$ cat src/rtl/cad_map.svh
// offsets, field positions, reset values and timing counts of the alarm decision block
// assumes a 40 mhz ref_clk and durations given in 10 ms units
`ifndef CAD_MAP_SVH
`define CAD_MAP_SVH

`define CAD_CLK_KHZ        40000
`define CAD_TICK_US        10000
`define CAD_TICK_CYCLES    ((`CAD_TICK_US * `CAD_CLK_KHZ) / 1000)
`define CAD_DUR_W          15
`define CAD_HALF_SEC_MS    500
`define CAD_ONE_SEC_MS     1000
`define CAD_UNIT_MS        10
`define CAD_HALF_SEC_UNITS (`CAD_HALF_SEC_MS / `CAD_UNIT_MS)
`define CAD_ONE_SEC_UNITS  (`CAD_ONE_SEC_MS / `CAD_UNIT_MS)
`define CAD_TIMING_LIMIT   3'h2
`define CAD_NUM_ALARMS     26
`define CAD_NUM_GROUPS     4
`define CAD_NUM_CHANNELS   16
`define CAD_CH_LEVEL_W     8
`define CAD_A_NOSIG        0
`define CAD_A_VIDERR       1
`define CAD_A_FMT          2
`define CAD_A_TIMING       3
`define CAD_A_BLACK        4
`define CAD_A_FREEZE       5
`define CAD_A_GRP0         6
`define CAD_A_SIL0         10
`define CAD_VIDERR_LEVEL_RST 2'h1

`endif

$ cat src/rtl/cad_pkg.sv
// types shared by the alarm decision block
// constants live in cad_map.svh
package cad_pkg;

  // alarm significance, one per alarm
  typedef enum logic [1:0] {
    CAD_LVL_OFF = 2'h0,
    CAD_LVL_1   = 2'h1,
    CAD_LVL_2   = 2'h2
  } cad_lvl_e;

  // card-edge indicator colour, ordered by severity
  typedef enum logic [1:0] {
    CAD_LED_GREEN     = 2'h0,
    CAD_LED_YELLOW    = 2'h1,
    CAD_LED_RED       = 2'h2,
    CAD_LED_FLASH_RED = 2'h3
  } cad_led_e;

  // expected / detected video format
  typedef enum logic [2:0] {
    CAD_FMT_525     = 3'h0,
    CAD_FMT_625     = 3'h1,
    CAD_FMT_1080I59 = 3'h2,
    CAD_FMT_1080I50 = 3'h3,
    CAD_FMT_720P59  = 3'h4,
    CAD_FMT_720P50  = 3'h5,
    CAD_FMT_SD      = 3'h6,
    CAD_FMT_HD      = 3'h7
  } cad_fmt_e;

  // output selector state
  typedef enum logic [1:0] {
    CAD_SEL_IN1 = 2'b01,
    CAD_SEL_IN2 = 2'b10
  } cad_sel_e;

endpackage

$ cat src/rtl/cad_top.sv
// alarm qualification and changeover decision for a two-input changeover
// analyser inputs are asynchronous and synchronised here; config is on ref_clk
//
// Function
// - enabled alarm drives selection and card status
// - levels are 1, 2 or off
// - no-signal alarm fixed level 1, always on
// - input level is most significant active level
// - input 1 clean selects 1; level1 prefers 2
// - input 1 level2 only: decide by input 2
// - video error always enabled, default level 1; its level here comes from alarm_level alone, CAD_VIDERR_LEVEL_RST is unused
// - video error qualified over configured duration
// - long video/freeze durations add half second
// - transport mode leaves only video error and no-signal
// - format mismatch raised half second after difference
// - expected format offers eight choices
// - active alarm other than no-signal, video error or timing drives chosen indicator colour
// - timing alarm over two lines, never selects
// - black below threshold for set time plus half
// - black clears after clear duration of picture
// - freeze threshold 0..15, zero exact match
// - freeze set and clear durations
// - audio group loss after configured duration
// - channel silence below threshold plus half second
// - silence only on linear pcm channels
`timescale 1ns/100ps
`include "cad_map.svh"
module cad_top #(
  parameter int TICK_CYCLES = `CAD_TICK_CYCLES,
  parameter int NA          = `CAD_NUM_ALARMS,
  parameter int NG          = `CAD_NUM_GROUPS,
  parameter int NC          = `CAD_NUM_CHANNELS,
  parameter int DW          = `CAD_DUR_W,
  parameter int LW          = `CAD_CH_LEVEL_W
) (
  input  wire logic                    ref_clk,
  input  wire logic                    rst,
  // analyser inputs, one lane per video input
  input  wire logic [1:0]              sig_present,
  input  wire logic [1:0]              vid_err,
  input  wire logic [1:0][2:0]         fmt_detected,
  input  wire logic [1:0][2:0]         timing_offset_lines,
  input  wire logic [1:0][9:0]         luma_mv,
  input  wire logic [1:0][3:0]         frame_diff,
  input  wire logic [1:0][NG-1:0]      grp_present,
  input  wire logic [1:0][NC*LW-1:0]   ch_level_db,
  input  wire logic [1:0][NC-1:0]      ch_is_pcm,
  // configuration
  input  wire logic                    ts_mode,
  input  wire logic [1:0][NA-1:0]      alarm_enable,
  input  wire logic [1:0][NA*2-1:0]    alarm_level,
  input  wire logic [1:0][NA*2-1:0]    alarm_led,
  input  wire logic [1:0][2:0]         fmt_expected,
  input  wire logic [1:0][DW-1:0]      viderr_dur,
  input  wire logic [1:0][9:0]         black_thresh_mv,
  input  wire logic [1:0][DW-1:0]      black_set_dur,
  input  wire logic [1:0][DW-1:0]      black_clr_dur,
  input  wire logic [1:0][3:0]         freeze_thresh,
  input  wire logic [1:0][DW-1:0]      freeze_set_dur,
  input  wire logic [1:0][DW-1:0]      freeze_clr_dur,
  input  wire logic [1:0][NG*DW-1:0]   grp_dur,
  input  wire logic [1:0][LW-1:0]      silence_thresh_db,
  input  wire logic [1:0][DW-1:0]      silence_dur,
  // status and decision
  output logic [1:0][NA-1:0]           alarm_status,
  output logic [1:0][1:0]              input_level,
  output logic [1:0]                   led_colour,
  output logic                         select_in2
);

  localparam logic [DW-1:0] HALF_SEC = DW'(`CAD_HALF_SEC_UNITS);
  localparam logic [DW-1:0] ONE_SEC  = DW'(`CAD_ONE_SEC_UNITS);
  localparam logic [DW-1:0] NO_DELAY = '0;

  // two-flop synchronisers for every analyser input
  logic [1:0]            sp_m_reg, sp_reg, ve_m_reg, ve_reg;
  logic [1:0][2:0]       fd_m_reg, fd_reg, to_m_reg, to_reg;
  logic [1:0][9:0]       lm_m_reg, lm_reg;
  logic [1:0][3:0]       df_m_reg, df_reg;
  logic [1:0][NG-1:0]    gp_m_reg, gp_reg;
  logic [1:0][NC*LW-1:0] cl_m_reg, cl_reg;
  logic [1:0][NC-1:0]    pc_m_reg, pc_reg;

  // first stage read only by the second; healthy reset levels keep alarms quiet after reset
  always_ff @(posedge ref_clk or posedge rst) begin
    if (rst) begin
      sp_m_reg <= '1;
      sp_reg   <= '1;
      ve_m_reg <= '0;
      ve_reg   <= '0;
      fd_m_reg <= '0;
      fd_reg   <= '0;
      to_m_reg <= '0;
      to_reg   <= '0;
      lm_m_reg <= '1;
      lm_reg   <= '1;
      df_m_reg <= '1;
      df_reg   <= '1;
      gp_m_reg <= '1;
      gp_reg   <= '1;
      cl_m_reg <= '0;
      cl_reg   <= '0;
      pc_m_reg <= '0;
      pc_reg   <= '0;
    end else begin
      sp_m_reg <= sig_present;
      sp_reg   <= sp_m_reg;
      ve_m_reg <= vid_err;
      ve_reg   <= ve_m_reg;
      fd_m_reg <= fmt_detected;
      fd_reg   <= fd_m_reg;
      to_m_reg <= timing_offset_lines;
      to_reg   <= to_m_reg;
      lm_m_reg <= luma_mv;
      lm_reg   <= lm_m_reg;
      df_m_reg <= frame_diff;
      df_reg   <= df_m_reg;
      gp_m_reg <= grp_present;
      gp_reg   <= gp_m_reg;
      cl_m_reg <= ch_level_db;
      cl_reg   <= cl_m_reg;
      pc_m_reg <= ch_is_pcm;
      pc_reg   <= pc_m_reg;
    end
  end

  // 10 ms time base shared by all duration counters
  logic [31:0] tick_cnt_reg;
  logic        tick_reg;

  always_ff @(posedge ref_clk or posedge rst) begin
    if (rst) begin
      tick_cnt_reg <= '0;
      tick_reg     <= 1'b0;
    end else if (tick_cnt_reg >= 32'(TICK_CYCLES - 1)) begin
      tick_cnt_reg <= '0;
      tick_reg     <= 1'b1;
    end else begin
      tick_cnt_reg <= tick_cnt_reg + 32'h1;
      tick_reg     <= 1'b0;
    end
  end

  // expected format check; generic sd/hd accept any format of that class
  function automatic logic fmt_match(input logic [2:0] exp_f, input logic [2:0] det_f);
    logic det_sd;
    det_sd = (det_f == cad_pkg::CAD_FMT_525) || (det_f == cad_pkg::CAD_FMT_625);
    if (exp_f == cad_pkg::CAD_FMT_SD) begin
      fmt_match = det_sd;
    end else if (exp_f == cad_pkg::CAD_FMT_HD) begin
      fmt_match = !det_sd && (det_f < cad_pkg::CAD_FMT_SD);
    end else begin
      fmt_match = (exp_f == det_f);
    end
  endfunction

  // half-second guard on durations of one second and more
  function automatic logic [DW-1:0] long_guard(input logic [DW-1:0] d);
    long_guard = (d >= ONE_SEC) ? DW'(d + HALF_SEC) : d;
  endfunction

  logic [1:0][NA-1:0] raw_act;
  logic [1:0][NA-1:0] eff_en;
  logic [1:0]         lvl1_any, lvl2_any;
  logic [1:0][1:0]    led_in;

  genvar gi, ga;
  generate
    for (gi = 0; gi < 2; gi++) begin : g_in
      logic        nosig_reg, timing_reg;
      logic [NA-1:0] sel1, sel2;

      // loss of signal and timing offset act without a duration
      always_ff @(posedge ref_clk or posedge rst) begin
        if (rst) begin
          nosig_reg  <= 1'b0;
          timing_reg <= 1'b0;
        end else begin
          nosig_reg  <= ~sp_reg[gi];
          timing_reg <= (to_reg[gi] > `CAD_TIMING_LIMIT);
        end
      end
      assign raw_act[gi][`CAD_A_NOSIG]  = nosig_reg;
      assign raw_act[gi][`CAD_A_TIMING] = timing_reg;

      cad_qual #(.W(DW)) u_viderr (
        .ref_clk   (ref_clk),
        .rst       (rst),
        .tick      (tick_reg),
        .cond      (ve_reg[gi]),
        .set_units (long_guard(viderr_dur[gi])),
        .clr_units (NO_DELAY),
        .active    (raw_act[gi][`CAD_A_VIDERR])
      );

      cad_qual #(.W(DW)) u_fmt (
        .ref_clk   (ref_clk),
        .rst       (rst),
        .tick      (tick_reg),
        .cond      (sp_reg[gi] && !fmt_match(fmt_expected[gi], fd_reg[gi])),
        .set_units (HALF_SEC),
        .clr_units (NO_DELAY),
        .active    (raw_act[gi][`CAD_A_FMT])
      );

      cad_qual #(.W(DW)) u_black (
        .ref_clk   (ref_clk),
        .rst       (rst),
        .tick      (tick_reg),
        .cond      (lm_reg[gi] < black_thresh_mv[gi]),
        .set_units (DW'(black_set_dur[gi] + HALF_SEC)),
        .clr_units (black_clr_dur[gi]),
        .active    (raw_act[gi][`CAD_A_BLACK])
      );

      // frame difference at or under threshold counts as frozen
      cad_qual #(.W(DW)) u_freeze (
        .ref_clk   (ref_clk),
        .rst       (rst),
        .tick      (tick_reg),
        .cond      (df_reg[gi] <= freeze_thresh[gi]),
        .set_units (long_guard(freeze_set_dur[gi])),
        .clr_units (freeze_clr_dur[gi]),
        .active    (raw_act[gi][`CAD_A_FREEZE])
      );

      for (ga = 0; ga < NG; ga++) begin : g_grp
        cad_qual #(.W(DW)) u_grp (
          .ref_clk   (ref_clk),
          .rst       (rst),
          .tick      (tick_reg),
          .cond      (~gp_reg[gi][ga]),
          .set_units (grp_dur[gi][ga*DW +: DW]),
          .clr_units (NO_DELAY),
          .active    (raw_act[gi][`CAD_A_GRP0 + ga])
        );
      end

      // non-pcm payloads never count as silent
      for (ga = 0; ga < NC; ga++) begin : g_sil
        cad_qual #(.W(DW)) u_sil (
          .ref_clk   (ref_clk),
          .rst       (rst),
          .tick      (tick_reg),
          .cond      (pc_reg[gi][ga] &&
                      (cl_reg[gi][ga*LW +: LW] < silence_thresh_db[gi])),
          .set_units (DW'(silence_dur[gi] + HALF_SEC)),
          .clr_units (NO_DELAY),
          .active    (raw_act[gi][`CAD_A_SIL0 + ga])
        );
      end

      // effective enables and level masks per alarm
      always_comb begin
        for (int a = 0; a < NA; a++) begin
          eff_en[gi][a] = alarm_enable[gi][a];
          sel1[a]       = (alarm_level[gi][a*2 +: 2] == cad_pkg::CAD_LVL_1);
          sel2[a]       = (alarm_level[gi][a*2 +: 2] == cad_pkg::CAD_LVL_2);
          if (ts_mode && (a != `CAD_A_VIDERR) && (a != `CAD_A_NOSIG)) begin
            eff_en[gi][a] = 1'b0;
          end
        end
        eff_en[gi][`CAD_A_NOSIG]  = 1'b1;
        sel1[`CAD_A_NOSIG]        = 1'b1;
        sel2[`CAD_A_NOSIG]        = 1'b0;
        eff_en[gi][`CAD_A_VIDERR] = 1'b1;
        eff_en[gi][`CAD_A_TIMING] = !ts_mode;
        sel1[`CAD_A_TIMING]       = 1'b0;
        sel2[`CAD_A_TIMING]       = 1'b0;
      end

      // reduce the enabled active alarms to one input level
      assign lvl1_any[gi] = |(raw_act[gi] & eff_en[gi] & sel1);
      assign lvl2_any[gi] = |(raw_act[gi] & eff_en[gi] & sel2);

      // most severe colour among active configurable alarms
      always_comb begin
        led_in[gi] = cad_pkg::CAD_LED_GREEN;
        for (int a = 0; a < NA; a++) begin
          if ((a != `CAD_A_NOSIG) && (a != `CAD_A_VIDERR) && (a != `CAD_A_TIMING) &&
              raw_act[gi][a] && eff_en[gi][a] &&
              (alarm_led[gi][a*2 +: 2] > led_in[gi])) begin
            led_in[gi] = alarm_led[gi][a*2 +: 2];
          end
        end
      end
    end
  endgenerate

  // registered status outputs; level has no bearing on status
  always_ff @(posedge ref_clk or posedge rst) begin
    if (rst) begin
      alarm_status <= '0;
      input_level  <= '0;
      led_colour   <= cad_pkg::CAD_LED_GREEN;
    end else begin
      for (int i = 0; i < 2; i++) begin
        alarm_status[i] <= raw_act[i] & eff_en[i];
        input_level[i]  <= lvl1_any[i] ? cad_pkg::CAD_LVL_1 :
                           (lvl2_any[i] ? cad_pkg::CAD_LVL_2 : cad_pkg::CAD_LVL_OFF);
      end
      led_colour <= (led_in[0] > led_in[1]) ? led_in[0] : led_in[1];
    end
  end

  // changeover truth table; ties at level 1 or 2 keep the current input, a clean input 1 is always selected
  cad_pkg::cad_sel_e sel_reg, sel_next;

  always_comb begin
    sel_next = sel_reg;
    if (!lvl1_any[0] && !lvl2_any[0]) begin
      sel_next = cad_pkg::CAD_SEL_IN1;
    end else if (lvl1_any[0]) begin
      if (!lvl1_any[1]) begin
        sel_next = cad_pkg::CAD_SEL_IN2;
      end else begin
        sel_next = sel_reg;
      end
    end else begin
      if (!lvl1_any[1] && !lvl2_any[1]) begin
        sel_next = cad_pkg::CAD_SEL_IN2;
      end else if (lvl1_any[1]) begin
        sel_next = cad_pkg::CAD_SEL_IN1;
      end else begin
        sel_next = sel_reg;
      end
    end
  end

  // selector state; input 1 after reset
  always_ff @(posedge ref_clk or posedge rst) begin
    if (rst) begin
      sel_reg <= cad_pkg::CAD_SEL_IN1;
    end else begin
      sel_reg <= sel_next;
    end
  end

  assign select_in2 = (sel_reg == cad_pkg::CAD_SEL_IN2);

endmodule // cad_top

$ cat src/rtl/cad_qual.sv
// duration qualifier: raises after a condition holds for set time, clears after
// it is absent for clear time; assumes tick is a one-cycle pulse per time unit
`timescale 1ns/100ps
module cad_qual #(
  parameter int W = 15
) (
  input  wire logic         ref_clk,
  input  wire logic         rst,
  input  wire logic         tick,
  input  wire logic         cond,
  input  wire logic [W-1:0] set_units,
  input  wire logic [W-1:0] clr_units,
  output logic              active
);

  logic [W-1:0] cnt_reg;
  logic         active_reg;
  logic         run;

  // count while the state is challenged, otherwise restart from zero
  assign run = active_reg ? ~cond : cond;

  // duration counter; any break of the condition restarts it
  always_ff @(posedge ref_clk or posedge rst) begin
    if (rst) begin
      cnt_reg <= '0;
    end else if (!run || (active_reg ? (cnt_reg >= clr_units) : (cnt_reg >= set_units))) begin
      cnt_reg <= '0;
    end else if (tick && (cnt_reg != {W{1'b1}})) begin
      cnt_reg <= cnt_reg + 1'b1;
    end
  end

  // alarm state flips once the count reaches its duration
  always_ff @(posedge ref_clk or posedge rst) begin
    if (rst) begin
      active_reg <= 1'b0;
    end else if (!active_reg && cond && (cnt_reg >= set_units)) begin
      active_reg <= 1'b1;
    end else if (active_reg && !cond && (cnt_reg >= clr_units)) begin
      active_reg <= 1'b0;
    end
  end

  assign active = active_reg;

endmodule // cad_qual

$ cat config.mk
export PLATFORM = sky130hd
export DESIGN_NAME = cad_top
export DESIGN_NICKNAME = d
export VERILOG_FILES = /design/src/rtl/cad_pkg.sv /design/src/rtl/cad_top.sv /design/src/rtl/cad_qual.sv
export VERILOG_INCLUDE_DIRS = /design/src /design/src/rtl
export SDC_FILE = /design/constraint.sdc
export NUM_CORES = 2
export LEC_CHECK = 0
export ABC_AREA = 1
export BUFFER_PORTS_ARGS = -buffer_cell sky130_fd_sc_hd__buf_2
export CORE_ASPECT_RATIO = 1.25
export CORE_MARGIN = 1
export CORE_UTILIZATION = 24
export DETAILED_ROUTE_END_ITERATION = 16
export PLACE_DENSITY = 0.42
export SETUP_SLACK_MARGIN = 0.2
export SLEW_MARGIN = 20
export SYNTH_ARGS = -nofsm -noshare
export SYNTH_HDL_FRONTEND = slang
export SYNTH_SLANG_ARGS = --single-unit
$ cat constraint.sdc
create_clock -name ref_clk -period 124.7 [get_ports ref_clk]
set_clock_uncertainty 0.15 [all_clocks]
set_input_delay 6.235 -clock ref_clk [delete_from_list [all_inputs] [get_ports ref_clk]]
set_output_delay 6.235 -clock ref_clk [all_outputs]
set_load 0.01 [all_outputs]
==> flow_results.org <==
** Clock tree
- The tree is rooted in a sky130_fd_sc_hd__clkbuf_16.
- For the worst-skew pair, the clock arrives at the later sink with an insertion delay of 0.90 ns.
- Inserted Clock Buffers :: 192
- After clock tree synthesis, the repair step resized 0 gates.
- TritonCTS built the clock tree.
- Clock slew at the register clock pins of the worst setup and hold paths :: 0.06 ns
- Buffers inserted to repair hold after CTS numbered 0.
- CTS built an H-tree with a depth of 4.
- Sink count of the clock tree :: 1545
- Buffers added to address setup during post-CTS repair amount to 0.
- Maximum count of clock buffers along a single path :: 4

** Synthesis
- Most frequent cell after synthesis :: sky130_fd_sc_hd__inv_1
- Synthesized area per cell :: 8.94 um^2
- Synth warnings :: 0
- Top post-synthesis cells by count :: sky130_fd_sc_hd__inv_1 (1533), sky130_fd_sc_hd__dfrtp_1 (1468), sky130_fd_sc_hd__nand2_1 (1278)
- In the synthesized netlist the async set-or-reset flop fraction comes to 100%.
- Number of flops mapped to enable cells by yosys :: 0
- Cells taking the most area after synthesis :: sky130_fd_sc_hd__dfrtp_1 (42%), sky130_fd_sc_hd__ha_1 (17%), sky130_fd_sc_hd__inv_1 (6.6%)
- #FFs+latches synth :: 1545
- Proportion of synthesized chip area in sequential cells :: 44.2%
- In the synthesized netlist the dominant register cell turns out to be sky130_fd_sc_hd__dfrtp_1.
- In the synthesized netlist, the number of instances is 9802.
- Fraction of post-synthesis cell area in the top cell type by area :: 41.9%
- The synthesized design spends more area on one cell type than any other, namely sky130_fd_sc_hd__dfrtp_1.
- Yosys cell types :: 70
- Area of the mapped netlist :: 87600 um^2

** Power
- Net switching is 27.4% of the power.
- Clock power frac :: 47.0%
- In this run the power spent charging and discharging nets is 351 uW.
- The analysis attributes to cell leakage a power of 51.3 nW.
- Cell internal power was estimated by the tool at 930 uW.
- The completed layout was analyzed and its total power is 1.28 mW.
- Sequential share of power :: 41.3%
- Worst VDD drop :: 0.0117 mV
- Pwr Density :: 12.0 nW/um^2
- Proportion of power drawn by combinational gates :: 11.7%

** Die
- Measured along the x axis, the die boundary spans 542 um.
- The initial utilization of the core area, before any placement, comes to 24.2%.
- The die covers 367000 um^2.
- From bottom edge to top edge, the die measures 678 um.
- Placeable core region :: 363000 um^2
- 1012 I/O pins were placed.
- The floorplan has 247 rows.

** Run status
- Result of the run :: finished clean

** Routing
- In the routed design, unresolved DRC markers number 0.
- Antenna Violating Nets Remaining :: 0
- The final route contains 69000 vias.
- Total detailed-routing wirelength :: 289 mm
- Vias per std cell :: 4.28
- Number of violations reported at the end of detailed-routing iteration 0 :: 3237
- In the final routed layout, each cell accounts on average for 18.0 um.
- The first TritonRoute pass finished after 5 iterations.

** Global routing
- Wire length of the first global-routing pass :: 434 mm
- Across every metal layer, demand over resource in global routing totals 15.6%.
- Via count of the first global-routing pass :: 69900
- Global routing finished with a remaining overflow of 0.
- Maximum number of pins on one net before global-route repair :: 155
- Number of antenna violations at the first check in global routing :: 121

** Placement
- Total half-perimeter wirelength after legalization and detailed placement :: 222 mm
- Final Wtd Congestion :: 0.843
- Before CTS, the worst setup slack after placement is 96.11 ns.
- Buffers placed on the I/O ports in this run total 985.
- Counting tap cells, the placed design contains a total of 15700 instances.

** Critical path
- STA puts the critical path data required time at 125.29 ns.
- The worst setup path is of the input port to flop kind.
- At the worst endpoint, the arrival time is 27.81 ns.
- Number of cells traversed by the worst register-to-register path :: 151
- Worst reg2reg startpoint :: g_in[1].u_fmt.active$_DFFE_PP0P_
- CP Launch Point :: ts_mode
- Dominant cell type by count on the critical path :: sky130_fd_sc_hd__nand2_1
- Endpoint of the worst register-to-register path :: led_colour[0]$_DFF_PP0_
- Setup slack on the worst reg-to-reg path comes out at 103.21 ns.
- Largest incremental delay on the critical path :: 0.70 ns
- Kind of launch point of the worst setup path :: input port
- STA classifies the critical path endpoint as a flop.
- Along the worst path, the maximum fanout reaches 36.
- The critical path ends at led_colour[0]$_DFF_PP0_.
- Cell with the largest stage delay on the worst path :: sky130_fd_sc_hd__o21ai_0

** Hold path
- Worst hold path cell count :: 0
- The tightest min-delay check is of the flop to flop type.

** Layout
- The area growth from synthesis to layout is 21.5%.
- Register area :: 38800 um^2
- Summing all multi-input logic gate instances after layout gives 43300 um^2.
- Flip-flop count of the largest register after layout :: 480
- Cells with a size suffix above 1 make up 14.2% of the layout.
- The finished layout holds 16100 standard cells, fillers aside.
- Layout fillers :: 38600
- For this run, the post-layout net count is 13200.

** STA
- Post-layout minimum cycle time :: 27.22 ns
- The final hold violation count was 0.
- Worst Setup Slack, final :: 97.48 ns
- Relative slew slack :: 34.2%
- Hold WS :: 0.189 ns
- Setup repair after global routing left no endpoint under its margin.
- Count of final max-slew check failures :: 0
- For this run, the top clock speed supported by timing is 36.7 MHz.
- After layout, the worst path uses 21.8% of the clock period.
- Total setup violations reported at the end of the flow :: 0
- For the pin with the worst max-slew slack, the measured transition is 0.985 ns.
- Adding up every negative setup slack in the final design gives 0 ns.

** Run
- Max-cap violations in this run came to 0.
-- power groups by stage --
stage,logic [mW],clock network [mW],registers [mW]
final,0.150,0.602,0.530
after global routing,0.176,0.646,0.532
after CTS,0.156,0.629,0.530
after detailed placement,0.155,0,0.540
after global placement,0.154,0,0.539
after floorplan,0.0888,0,0.537
-- cell usage in the layout, fill, tap and decap left out, types with 31 or more instances in the layout --
cell type and n:
sky130_fd_sc_hd__nand3_1 566, sky130_fd_sc_hd__clkbuf_1 34, sky130_fd_sc_hd__a211oi_1 71, sky130_fd_sc_hd__o221a_2 37, sky130_fd_sc_hd__nor2_1 1066, sky130_fd_sc_hd__nor3_1 390
sky130_fd_sc_hd__a21oi_1 589, sky130_fd_sc_hd__xor2_1 307, sky130_fd_sc_hd__o21a_1 68, sky130_fd_sc_hd__inv_1 1531, sky130_fd_sc_hd__o21ai_0 365, sky130_fd_sc_hd__nor4_1 40
sky130_fd_sc_hd__buf_4 75, sky130_fd_sc_hd__xnor2_1 75, sky130_fd_sc_hd__diode_2 62, sky130_fd_sc_hd__nor3b_1 64, sky130_fd_sc_hd__clkbuf_8 36, sky130_fd_sc_hd__nand2_1 1278
sky130_fd_sc_hd__dfstp_2 77, sky130_fd_sc_hd__dfrtp_1 1467, sky130_fd_sc_hd__buf_2 985, sky130_fd_sc_hd__a31oi_1 43, sky130_fd_sc_hd__clkbuf_16 195, sky130_fd_sc_hd__o221ai_1 46
sky130_fd_sc_hd__nand4_1 169, sky130_fd_sc_hd__ha_1 1206, sky130_fd_sc_hd__conb_1 31
-- cells by family after synthesis --
group	share of synthesized area, %
AND/OR/NAND/NOR	18.4
buffers and inverters	6.95
flip-flops	44.2
AO/OA/AOI/OAI	9.11
adder cells (fa/ha/maj)	17.2
XOR/XNOR	4.06
multiplexers	0.0457
other	0.00428
-- worst min path at each step --
stage	start	end	slack, ns
floorplan	cl_m_reg[0]$_DFF_PP0_	cl_reg[0]$_DFF_PP0_	0.18
global placement	pc_m_reg[30]$_DFF_PP0_	pc_reg[30]$_DFF_PP0_	0.18
detailed placement	cl_m_reg[10]$_DFF_PP0_	cl_reg[10]$_DFF_PP0_	0.18
CTS	df_m_reg[5]$_DFF_PP1_	df_reg[5]$_DFF_PP1_	0.18
global route	df_m_reg[5]$_DFF_PP1_	df_reg[5]$_DFF_PP1_	0.19
finish	cl_m_reg[205]$_DFF_PP0_	cl_reg[205]$_DFF_PP0_	0.19
-- critical path, delay by kind of cell --
kind                       cells  cell delay, ns
and+or+nand+nor               94            9.98
adders and majority gates     23            6.04
AOI/OAI and AO/OA             21            3.85
buffers and inverters         14            1.59
-- routing by layer --
metal  routed length (um)  track usage [%]  share of wire, %  up-vias
met5                  450                0              0.16        -
met4                10600             5.57               3.6       70
met3                14400             2.95               5.0      459
met2               142000             27.6                49     1294
met1               122000             18.7                42    32000
li1                     -                -                 -    35200
-- cell type report --
cell class | count | area share (%)
Antenna cell | 62 | 0.146
Inverter | 1548 | 5.48
Timing Repair Buffer | 1065 | 5.26
Sequential cell | 1545 | 36.4
Multi-Input combinational cell | 6672 | 40.7
Clock buffer | 265 | 5.17
Clock inverter | 88 | 1.18
Tap cell | 4855 | 5.71
-- through the flow --
| stage | area, um^2 | utilization [%] |
|---|---|---|
| final | 106000 | 29.4 |
| after global routing | 106000 | 29.4 |
| after CTS | 106000 | 29.3 |
| after detailed placement | 99500 | 27.5 |
| after global placement | 99500 | 27.5 |
| after floorplan | 87700 | - |
(Power assumes the default switching activity.)
